===== config.mk =====
export PLATFORM = sky130hd
export DESIGN_NAME = tmoc_top
export DESIGN_NICKNAME = d
export VERILOG_FILES = /design/src/pkg/tmoc_pkg.sv /design/src/rtl/tmoc_top.sv
export SDC_FILE = /design/constraint.sdc
export NUM_CORES = 1
export LEC_CHECK = 0
export BUFFER_PORTS_ARGS = -buffer_cell sky130_fd_sc_hd__buf_4
export CORE_ASPECT_RATIO = 2
export CORE_MARGIN = 2
export CORE_UTILIZATION = 52
export CTS_BUF_LIST = sky130_fd_sc_hd__clkbuf_16
export CTS_CLUSTER_DIAMETER = 120
export DETAILED_ROUTE_END_ITERATION = 16
export PLACE_DENSITY = 0.69
export SYNTH_ARGS = -nofsm -noshare
export SYNTH_HDL_FRONTEND = slang
export SYNTH_SLANG_ARGS = --single-unit

===== constraint.sdc =====
create_clock -name i_mclk -period 2.72 [get_ports i_mclk]
set_input_delay 0.136 -clock i_mclk [delete_from_list [all_inputs] [get_ports i_mclk]]
set_output_delay 0.136 -clock i_mclk [all_outputs]
set_load 0.05 [all_outputs]

===== src/pkg/tmoc_pkg.sv =====
package tmoc_pkg;
    // Register indices on the plain byte port
    localparam logic [3:0] REG_CTRL_A  = 4'h0;  // Action A[1:0], action B[3:2], force A[6], force B[7]
    localparam logic [3:0] REG_CTRL_B  = 4'h1;  // Waveform mode [3:0]
    localparam logic [3:0] REG_CNT_LO  = 4'h2;  // Counter low byte
    localparam logic [3:0] REG_CNT_HI  = 4'h3;  // Counter high byte through shared latch
    localparam logic [3:0] REG_CMPA_LO = 4'h4;  // Compare A low byte
    localparam logic [3:0] REG_CMPA_HI = 4'h5;  // Compare A high byte
    localparam logic [3:0] REG_CMPB_LO = 4'h6;  // Compare B low byte
    localparam logic [3:0] REG_CMPB_HI = 4'h7;  // Compare B high byte
    localparam logic [3:0] REG_IRQ_EN  = 4'h8;  // Enables: [0] overflow, [1] match A, [2] match B
    localparam logic [3:0] REG_FLAGS   = 4'h9;  // Flags, write one to clear, same bit layout
    localparam logic [3:0] REG_PIN_CFG = 4'hA;  // [0] direction A, [1] direction B, [2] port A, [3] port B
    localparam logic [3:0] REG_CAP_LO  = 4'hB;  // Capture value low byte (TOP source)
    localparam logic [3:0] REG_CAP_HI  = 4'hC;  // Capture value high byte

    // Field positions
    localparam int ACT_A_POS   = 0;
    localparam int ACT_B_POS   = 2;
    localparam int FORCE_A_POS = 6;
    localparam int FORCE_B_POS = 7;
    localparam int FLG_OVF_POS = 0;
    localparam int FLG_CMA_POS = 1;

    // Reset values and fixed tops
    localparam logic [15:0] CNT_RST   = 16'h0000;
    localparam logic [15:0] CMP_RST   = 16'h0000;
    localparam logic [15:0] CNT_MAX   = 16'hFFFF;
    localparam logic [15:0] FIX8_TOP  = 16'h00FF;
    localparam logic [15:0] FIX9_TOP  = 16'h01FF;
    localparam logic [15:0] FIX10_TOP = 16'h03FF;
    localparam logic        OUT_RST   = 1'b0;

    // Output action encodings
    localparam logic [1:0] ACT_NONE   = 2'h0;
    localparam logic [1:0] ACT_TOGGLE = 2'h1;
    localparam logic [1:0] ACT_CLEAR  = 2'h2;
    localparam logic [1:0] ACT_SET    = 2'h3;

    // Waveform modes that are not PWM; every other mode is PWM
    localparam logic [3:0] WGM_NORMAL   = 4'h0;
    localparam logic [3:0] WGM_CTC_CMP  = 4'h4;
    localparam logic [3:0] WGM_CTC_CAP  = 4'hC;

    // Per-channel pin view
    typedef struct packed {
        logic level;   // Pin value
        logic oe_n;    // Low while driving
    } tmoc_pin_s;
endpackage : tmoc_pkg


===== src/rtl/tmoc_top.sv =====
// Design decisions made here: the register addresses and the strobed register port.
`timescale 1ns/100ps
module tmoc_top #(
    parameter int CH = 2                                  // Compare channels
) (
    input  wire logic                   i_mclk,           // System clock
    input  wire logic                   i_rst_n,          // Async reset, active low
    input  wire logic                   i_ce,             // Global clock enable
    input  wire logic                   i_tick,           // Timer clock enable (prescaler)
    input  wire logic [3:0]             i_addr,           // Register index
    input  wire logic [7:0]             i_wdata,          // Write data
    input  wire logic                   i_wr,             // Write strobe
    input  wire logic                   i_rd,             // Read strobe
    input  wire logic [CH-1:0]          i_irq_ack,        // Interrupt serviced, per channel
    input  wire logic                   i_ovf_ack,        // Overflow interrupt serviced
    output logic      [7:0]             o_rdata,          // Read data, cycle after strobe
    output logic      [CH-1:0]          o_cmp_irq,        // Match interrupt requests
    output logic                        o_ovf_irq,        // Overflow interrupt request
    output tmoc_pkg::tmoc_pin_s [CH-1:0] o_pin            // Compare pins
);
    // Elaboration check: the register map has room for two channels only
    if (CH != 2) begin : g_ch_check
        $error("tmoc_top serves exactly two channels");
    end

    // Control state
    logic [7:0]        ctrl_a_q;                          // Action bits
    logic [3:0]        mode_q;                            // Waveform mode
    logic [15:0]       cnt_q, cnt_d;                      // Counter value
    logic [7:0]        latch_q;                           // Shared high-byte latch
    logic [15:0]       cap_q;                             // Capture value used as top
    logic [2:0]        ien_q;                             // Interrupt enables
    logic              ovf_q;                             // Overflow flag
    logic [3:0]        pin_cfg_q;                         // Directions and port values
    logic              blk_q;                             // Counter write seen, blocks next tick
    logic [15:0]       cmp_q [CH];                        // Active compare registers
    logic [15:0]       buf_q [CH];                        // Buffer registers
    logic [CH-1:0]     match_q;                           // Registered match, flag set one tick later
    logic [CH-1:0]     flag_q;                            // Compare match flags
    logic [CH-1:0]     oc_q;                              // Compare output registers
    logic [7:0]        rdata_q;

    // Mode decode
    wire  logic        pwm_mode = !(mode_q == tmoc_pkg::WGM_NORMAL ||
                                    mode_q == tmoc_pkg::WGM_CTC_CMP ||
                                    mode_q == tmoc_pkg::WGM_CTC_CAP);
    wire  logic        dual_slope = pwm_mode && (mode_q < 4'h4 || mode_q == 4'h8 || mode_q == 4'h9
                                    || mode_q == 4'hA || mode_q == 4'hB);
    logic [15:0]       top;                               // Current counter top

    // Top selection, action bits never involved
    always_comb begin
        case (mode_q)
            4'h1, 4'h5: top = tmoc_pkg::FIX8_TOP;
            4'h2, 4'h6: top = tmoc_pkg::FIX9_TOP;
            4'h3, 4'h7: top = tmoc_pkg::FIX10_TOP;
            4'h4, 4'h9, 4'hB, 4'hF: top = cmp_q[0];
            4'h8, 4'hA, 4'hC, 4'hE: top = cap_q;
            default: top = tmoc_pkg::CNT_MAX;
        endcase
    end

    // Bus decode
    wire  logic        wr_cnt_lo = i_wr && i_addr == tmoc_pkg::REG_CNT_LO;
    wire  logic        wr_hi = i_wr && (i_addr == tmoc_pkg::REG_CNT_HI || i_addr == tmoc_pkg::REG_CMPA_HI ||
                                        i_addr == tmoc_pkg::REG_CMPB_HI || i_addr == tmoc_pkg::REG_CAP_HI);
    wire  logic        wr_ctrl_a = i_wr && i_addr == tmoc_pkg::REG_CTRL_A;
    wire  logic        wr_flags = i_wr && i_addr == tmoc_pkg::REG_FLAGS;
    wire  logic [15:0] wr_word = {latch_q, i_wdata};
    wire  logic        at_top = cnt_q == top;
    wire  logic        at_floor = cnt_q == tmoc_pkg::CNT_RST;

    // Simplified up-counter with top wrap; dual-slope shown as up-count
    logic              ovf_set;
    always_comb begin
        cnt_d = cnt_q;
        ovf_set = 1'b0;
        if (i_tick) begin
            if (at_top) begin
                cnt_d = tmoc_pkg::CNT_RST;
                ovf_set = !(mode_q == tmoc_pkg::WGM_CTC_CMP || mode_q == tmoc_pkg::WGM_CTC_CAP)
                          || cnt_q == tmoc_pkg::CNT_MAX;
            end else begin
                cnt_d = cnt_q + 16'h0001;
            end
        end
        if (wr_cnt_lo) begin
            cnt_d = wr_word;
        end
    end

    // Counter, latch, control registers
    always_ff @(posedge i_mclk or negedge i_rst_n) begin
        if (!i_rst_n) begin
            cnt_q     <= tmoc_pkg::CNT_RST;
            latch_q   <= 8'h00;
            ctrl_a_q  <= 8'h00;
            mode_q    <= tmoc_pkg::WGM_NORMAL;
            cap_q     <= tmoc_pkg::CNT_MAX;
            ien_q     <= 3'h0;
            pin_cfg_q <= 4'h0;
            blk_q     <= 1'b0;
            ovf_q     <= 1'b0;
        end else if (i_ce) begin
            cnt_q <= cnt_d;
            if (wr_hi) latch_q <= i_wdata;
            if (wr_ctrl_a) ctrl_a_q <= {2'h0, i_wdata[5:0]};  // force bits self-clear
            if (i_wr && i_addr == tmoc_pkg::REG_CTRL_B) mode_q <= i_wdata[3:0];
            if (i_wr && i_addr == tmoc_pkg::REG_CAP_LO) cap_q <= wr_word;
            if (i_wr && i_addr == tmoc_pkg::REG_IRQ_EN) ien_q <= i_wdata[2:0];
            if (i_wr && i_addr == tmoc_pkg::REG_PIN_CFG) pin_cfg_q <= i_wdata[3:0];
            // Block holds until the next tick consumes it, even when stopped
            if (wr_cnt_lo) blk_q <= 1'b1;
            else if (i_tick) blk_q <= 1'b0;
            // Set wins over software clear and service
            if (ovf_set && !wr_cnt_lo) ovf_q <= 1'b1;
            else if ((wr_flags && i_wdata[tmoc_pkg::FLG_OVF_POS]) || i_ovf_ack) ovf_q <= 1'b0;
        end
    end

    // Per-channel compare, buffer, flag and output logic
    genvar g;
    generate
        for (g = 0; g < CH; g++) begin : g_ch
            wire logic [3:0] lo_adr = (g == 0) ? tmoc_pkg::REG_CMPA_LO : tmoc_pkg::REG_CMPB_LO;
            wire logic       wr_lo  = i_wr && i_addr == lo_adr;
            wire logic [1:0] act    = ctrl_a_q[2*g +: 2];
            // A force written together with new action bits uses the new bits
            wire logic [1:0] act_now = wr_ctrl_a ? i_wdata[2*g +: 2] : act;
            wire logic       force_s = wr_ctrl_a && i_wdata[tmoc_pkg::FORCE_A_POS + g] && !pwm_mode;
            // Comparator, gated by pending block
            wire logic       eq     = cnt_q == cmp_q[g] && !blk_q && !wr_cnt_lo;
            // Buffered load point: top for single slope, floor for dual slope
            wire logic       load   = i_tick && (dual_slope ? at_floor : at_top);
            logic            oc_d;

            // Output action on match or force
            always_comb begin
                oc_d = oc_q[g];
                if (!pwm_mode && ((i_tick && eq) || force_s)) begin
                    case (act_now)
                        tmoc_pkg::ACT_TOGGLE: oc_d = ~oc_q[g];
                        tmoc_pkg::ACT_CLEAR:  oc_d = 1'b0;
                        tmoc_pkg::ACT_SET:    oc_d = 1'b1;
                        default:              oc_d = oc_q[g];
                    endcase
                end else if (pwm_mode && i_tick && act[1]) begin
                    if (eq) oc_d = act[0] ? 1'b0 : 1'b1;       // Non-inverted sets on match
                    else if (at_top && !dual_slope) oc_d = act[0];
                end
            end

            always_ff @(posedge i_mclk or negedge i_rst_n) begin
                if (!i_rst_n) begin
                    cmp_q[g]   <= tmoc_pkg::CMP_RST;
                    buf_q[g]   <= tmoc_pkg::CMP_RST;
                    match_q[g] <= 1'b0;
                    flag_q[g]  <= 1'b0;
                    oc_q[g]    <= tmoc_pkg::OUT_RST;
                end else if (i_ce) begin
                    // CPU writes go to the buffer in PWM modes, else to compare; the buffer loads compare at the load point
                    if (wr_lo && pwm_mode) buf_q[g] <= wr_word;
                    if (wr_lo && !pwm_mode) cmp_q[g] <= wr_word;
                    else if (pwm_mode && load) cmp_q[g] <= buf_q[g];
                    if (i_tick) match_q[g] <= eq;
                    // Flag follows registered match on next tick; set wins
                    if (i_tick && match_q[g]) flag_q[g] <= 1'b1;
                    else if ((wr_flags && i_wdata[tmoc_pkg::FLG_CMA_POS + g]) || i_irq_ack[g])
                        flag_q[g] <= 1'b0;
                    oc_q[g] <= oc_d;
                end
            end

            // Pin drive and interrupt request, registered
            always_ff @(posedge i_mclk or negedge i_rst_n) begin
                if (!i_rst_n) begin
                    o_pin[g]     <= '{level: 1'b0, oe_n: 1'b1};
                    o_cmp_irq[g] <= 1'b0;
                end else if (i_ce) begin
                    o_pin[g].level <= (act != tmoc_pkg::ACT_NONE) ? oc_q[g] : pin_cfg_q[2+g];
                    o_pin[g].oe_n  <= ~pin_cfg_q[g];
                    o_cmp_irq[g]   <= flag_q[g] && ien_q[1+g];
                end
            end
        end
    endgenerate

    // Read mux; compare high reads direct (buffer when buffered)
    logic [7:0] rd_mux;
    wire  logic [15:0] cmp_view0 = pwm_mode ? buf_q[0] : cmp_q[0];
    wire  logic [15:0] cmp_view1 = pwm_mode ? buf_q[1] : cmp_q[1];
    always_comb begin
        case (i_addr)
            tmoc_pkg::REG_CTRL_A:  rd_mux = {2'h0, ctrl_a_q[5:0]};
            tmoc_pkg::REG_CTRL_B:  rd_mux = {4'h0, mode_q};
            tmoc_pkg::REG_CNT_LO:  rd_mux = cnt_q[7:0];
            tmoc_pkg::REG_CNT_HI:  rd_mux = latch_q;
            tmoc_pkg::REG_CMPA_LO: rd_mux = cmp_view0[7:0];
            tmoc_pkg::REG_CMPA_HI: rd_mux = cmp_view0[15:8];
            tmoc_pkg::REG_CMPB_LO: rd_mux = cmp_view1[7:0];
            tmoc_pkg::REG_CMPB_HI: rd_mux = cmp_view1[15:8];
            tmoc_pkg::REG_IRQ_EN:  rd_mux = {5'h00, ien_q};
            tmoc_pkg::REG_FLAGS:   rd_mux = {5'h00, flag_q, ovf_q};
            tmoc_pkg::REG_PIN_CFG: rd_mux = {4'h0, pin_cfg_q};
            tmoc_pkg::REG_CAP_LO:  rd_mux = cap_q[7:0];
            tmoc_pkg::REG_CAP_HI:  rd_mux = cap_q[15:8];
            default:               rd_mux = 8'h00;           // Unmapped reads zero
        endcase
    end

    // Read data and overflow request
    always_ff @(posedge i_mclk or negedge i_rst_n) begin
        if (!i_rst_n) begin
            rdata_q   <= 8'h00;
            o_ovf_irq <= 1'b0;
        end else if (i_ce) begin
            rdata_q   <= i_rd ? rd_mux : 8'h00;
            o_ovf_irq <= ovf_q && ien_q[0];
        end
    end
    assign o_rdata = rdata_q;
endmodule : tmoc_top


======== After elaboration in Yosys (flattened, before gate mapping) ========
Cells that the tools add are included.
operators by class
  bitwise gates (word level) .............. 4
  equality and inequality tests ........... 38
  multiplexer cells ....................... 39
  reduce and logical (&&, ||, !) cells .... 100
  magnitude comparators ................... 1
  add/subtract/negate cells ............... 1
operator list
  kind                                                    number
  2-to-1 mux 16 bit                                       9
  case mux 8 bit (13 select lines)                        1
  case mux 16 bit (5 select lines)                        1
  equality test 16 bit                                    3
  equality test 4 bit (second input constant)             12
  logical AND 1 bit                                       42
  equality test 4 x 3 -> 1 bit (second input constant)    8
  AND reduction 2 bit                                     15
  2-to-1 mux 1 bit                                        23
  nonzero test 2 bit                                      10
  adder 16 x 1 -> 16 bit (second input constant)          1
  equality test 16 bit (second input constant)            1
  equality test 4 x 2 -> 1 bit (second input constant)    4
  zero test 16 bit                                        1
  logical OR 1 bit                                        16
  equality test 2 bit (second input constant)             4
  equality test 4 x 1 -> 1 bit (second input constant)    2
  zero test 4 bit                                         2
  2-to-1 mux 8 bit                                        1
  inequality test 4 x 1 -> 1 bit (second input constant)  2
  AND reduction 4 bit                                     2
  OR reduction 4 bit                                      2
  case mux 1 bit (3 select lines)                         2
  nonzero test 3 bit                                      2
  6 further kinds                                         17
word-level totals
  output and inout port bits .............. 15
  flip-flop bits (word level) ............. 144

======== Longest topological paths before layout ========
  depth in word-level cells ............... 12
  gate-level depth with buffers ........... 12
  mapped depth without buffers ............ 11

======== Least setup slack after synthesis ========
Ideal clock, no wire load.
  path type ............................... reg-to-reg
  from .................................... reg mode_q[1]
  to ...................................... reg cmp_q[10] (netlist bit)
  required time ........................... 2.595 ns
  stages on the path, launching flop included .. 11
  library setup time ...................... 0.125 ns
  period minus slack after synthesis ...... 2.441 ns
  slack ................................... 0.279 ns
  arrival ................................. 2.316 ns
  cells stage by stage .................... dfrtp_1 buf_6 or3_1 a32oi_2 o21ai_1 a222oi_1 and4_1 a21o_1 buf_6 buf_12 mux2_4
between the ends
  word-level cells in the longest chain between the ends .. 11
ends and longest elaborated chain
  item                                                                       RTL line         source
  from (decl)                                                                tmoc_top.sv:28   logic [3:0] mode_q;
  from (signal assigned)                                                     tmoc_top.sv:98   mode_q <= tmoc_pkg::WGM_NORMAL;
  from (signal assigned)                                                     tmoc_top.sv:108  if (i_wr && i_addr == tmoc_pkg::REG_CTRL_B) mode_q <= i_wdata[3:0];
  branches (longest 11 deep; another with case mux 16 bit (5 select lines))  --
  to (signal, indexed assignment)                                            tmoc_top.sv:155  cmp_q[g] <= tmoc_pkg::CMP_RST;
  to (signal, indexed assignment)                                            tmoc_top.sv:163  if (wr_lo && !pwm_mode) cmp_q[g] <= wr_word;
  to (signal, indexed assignment)                                            tmoc_top.sv:164  else if (pwm_mode && load) cmp_q[g] <= buf_q[g];
  to (decl)                                                                  tmoc_top.sv:36   logic [15:0] cmp_q [CH];
Parallel ways; which one is timed is not known.
A chain may end at the register's enable or synchronous reset.

======== Final worst setup path ========
  from .................................... reg mode_q[3]
  to ...................................... reg cmp_q[15] (netlist bit)
Same word-level chain as after synthesis.

==> flow_summary.toml <==
[route]
drt-wirelength-per-cell_um = 27.50
first_pass_iters = 5
wl_met1_mm = 12.44
wl_met3_mm = 1.607
antenna_left = 0
dr_total_vias = 8349
drt-initial-drc-count = 571
routed_via_density = 6.722
wl_mm = 34.15
drcViolationCount = 0
highest_layer = "met4"
route.met2.wl_mm = 16.82

[cts]
cts_tree = "built"
clock_path_buffers = 2
clock_latency_ns = 0.43
clk_pin_slew_worst_paths_ns = 0.07
cts_num_sinks = 144
cts_max_level = 4
root_buffer = "clkbuf_16"
cts_buffers = 17

[critical_path]
worstPathCellList = "or3_1, a32oi_2, o21ai_1, a222oi_1, buf_4, and4_4, a21o_4, buf_12, mux2_2"
r2r_end = "cmp_q[15]"
critPathMaxFanout = 8
r2r-start = "mode_q[3]"
worst-endpoint-arrival_ns = 3.04
crit_type = "reg -> reg"
cp.required_ns = 3.03
endpoint_kind = "flip-flop"
startpoint_type = "flip-flop"
reg2reg_slack_ns = -0.01
reg2regPathDepth = 9
crit_family = "compound AO/OA/AOI/OAI gates"
critical_path_buf_inv_count = 2
slowest_delay_ns = 0.46
slowest_stage = "dfrtp_2"

[finish]
fin_nets = 1043
final_common_cell = "buf_4"
diodes = 0
design_area_um2 = 10960
area_growth_pct = 19.29
drive_gt1_share_pct = 34.40
final_cell_mix = "buf_4, dfrtp_1, mux2_2, nand2_1, nand3_1"

[synth]
synth_area_leaders = "dfrtp_1, mux2_2, dfstp_2, mux2i_1, nand3_1"
synth_nets = 957
ys_warn_count = 0
synthFlopType = "dfrtp_1"
yosysSeqAreaShare_pct = 39.47
syn_area_per_cell_um2 = 9.846
ys_types = 77
synth.largest_area_cell = "dfrtp_1"
synthArstFlopShare_pct = 100.0
ys_seq_elements = 144
synth_cells = 933
synth.cell_area_um2 = 9186
netlist.area_leader.share_pct = 34.32
synth_edf_count = 0

[status]
violations = "negative setup slack"
status = "finished with violations"

[grt]
grt_use_total_pct = 36.85
grt_max_degree = 67
grt_pass1_vias = 8309
grt_pass1_wl_mm = 51.41
grt_overflow = 0
antenna_found_initial = 0

[power_and_ir_drop]
p_leak_nw = 4.799
irDropWorstVdd_v = 0.0007115
fin_total_pwr_mw = 8.712
power.density_nw_per_um2 = 795.1

[timing]
final-setup-viol-count = 4
fmax_mhz = 365.8
worst_slack_ns = -0.01407
min_period_over_period_pct = 100.5
post-route-min-period_ns = 2.734
slew_viol_final = 0
rsz0062_at_grt = "true"
slew_headroom_pct = 47.71
fin_skew_ns = 0.01190
worst_pin_slew_ns = 0.7784
hold_violations = 0

[die]
die_area_um2 = 18810
placementRows = 68
start_util_pct = 53.19
die_x_um = 97.99
core_um2 = 17270
ios = 36
die_y_um = 192.0

[place]
hpwl_mm = 25.09
dpl_cell_area_um2 = 10170
port_buffers = 35
gp_congestion = 1.007

[worst_hold_path]
hold_path.class = "in -> reg"
hold_start = "i_ovf_ack"
hold_end = "ovf_q"
whs_path_depth = 4

[flow_run]
maxCapViolCount = 0
-- worst min-delay path, cell delays in order --
cell,delay [ns]
buf_4,0.08
a21oi_1,0.03
o21ai_0,0.13
nand2_1,0.06
-- cells in the mapped netlist, drive strengths merged (8+ instances only) --
cell type / instances
and3: 10
o22ai: 9
inv: 23
a22o: 13
o2bb2ai: 12
clkbuf: 45
a31oi: 11
mux2: 123
buf: 34
or4: 11
xnor2: 24
dfstp: 18
mux2i: 34
nand3: 53
nand2b: 18
nor3: 21
dfrtp: 126
nor2: 44
nor4: 8
nand2: 68
a22oi: 25
and2: 9
nand4: 19
a21oi: 29
o21ai: 41
-- area by class of cell --
class	count	area, um2
fillers	1469	6314
multi-input cells	686	5171
flip-flops and latches	144	3630
repair buffers	146	1250
clock buffers	17	425.4
well taps	210	262.8
clock inverters	15	125.1
inverters	24	93.84
-- per-stage QoR --
stage | setup WS (ns) | setup TNS [ns] | util (%) | hold WS [ns] | std cells
after floorplan | 0.2791 | 0 | - | -0.1596 | 933
after detailed placement | -0.09648 | -1.370 | 58.89 | 0.1232 | 1201
after global routing | -0.03526 | -0.3325 | 63.45 | 0.06102 | 1242
after CTS | 0.01114 | 0 | 62.60 | 0.02515 | 1235
final | -0.01407 | -0.02978 | 63.45 | 0.03453 | 1242
after global placement | -0.09782 | -0.8845 | 58.89 | 0.1218 | 1201
-- worst max-delay path by stage --
stage              start          to  slack (ns)  cells past startpoint
2_1_floorplan  mode_q[1]   cmp_q[10]        0.28                     10
3_3_place_gp   mode_q[1]     oc_q[0]        -0.1                      9
3_5_place_dp   mode_q[3]  o_rdata[2]        -0.1                     10
4_1_cts        mode_q[3]    cmp_q[2]        0.01                     10
5_1_grt        mode_q[3]   cmp_q[15]       -0.04                      9
6_report       mode_q[3]   cmp_q[15]       -0.01                      9
-- where the power goes --
| part | internal, mW | switching [mW] | leakage (nW) | total (mW) |
|---|---|---|---|---|
| clock network | 1.19 | 1.05 | 0.265 | 2.25 |
| registers | 2.56 | 0.647 | 1.78 | 3.21 |
| logic | 1.51 | 1.75 | 2.75 | 3.26 |
-- state kept, by name, indices dropped and copies added (netlist names), 2 cells and up --
register,cells
buf_q,32
cmp_q,32
cap_q,16
cnt_q,16
latch_q,8
o_rdata,8
ctrl_a_q,6
mode_q,4
o_pin,4
pin_cfg_q,4
ien_q,3
flag_q,2
match_q,2
o_cmp_irq,2
oc_q,2
-- what timing repair did --
item	in CTS	in global routing
pin swaps	6	9
hold endpoints to repair	44	0
hold buffers	1	0
gates resized for setup	15	19
gates cloned	1	1
setup endpoints to repair	33	38
setup buffers	0	6
-- cell families after synthesis --
family | Yosys count | share of synthesized area (%)
flops | 144 | 39.47
xor+xnor | 26 | 2.479
buf+inv | 103 | 5.503
mux | 158 | 19.44
compound gates | 210 | 16.24
simple gates | 289 | 16.47
fa+ha+maj | 3 | 0.4087
-- metal layers --
metal  GRT usage, %  vias to the layer above
li1               -                     3654
met1          42.45                     4186
met2          61.96                      363
met3          4.585                      146
met4          27.78                        0
met5              0                        -
No activity file was read; power rests on OpenSTA's default activity.
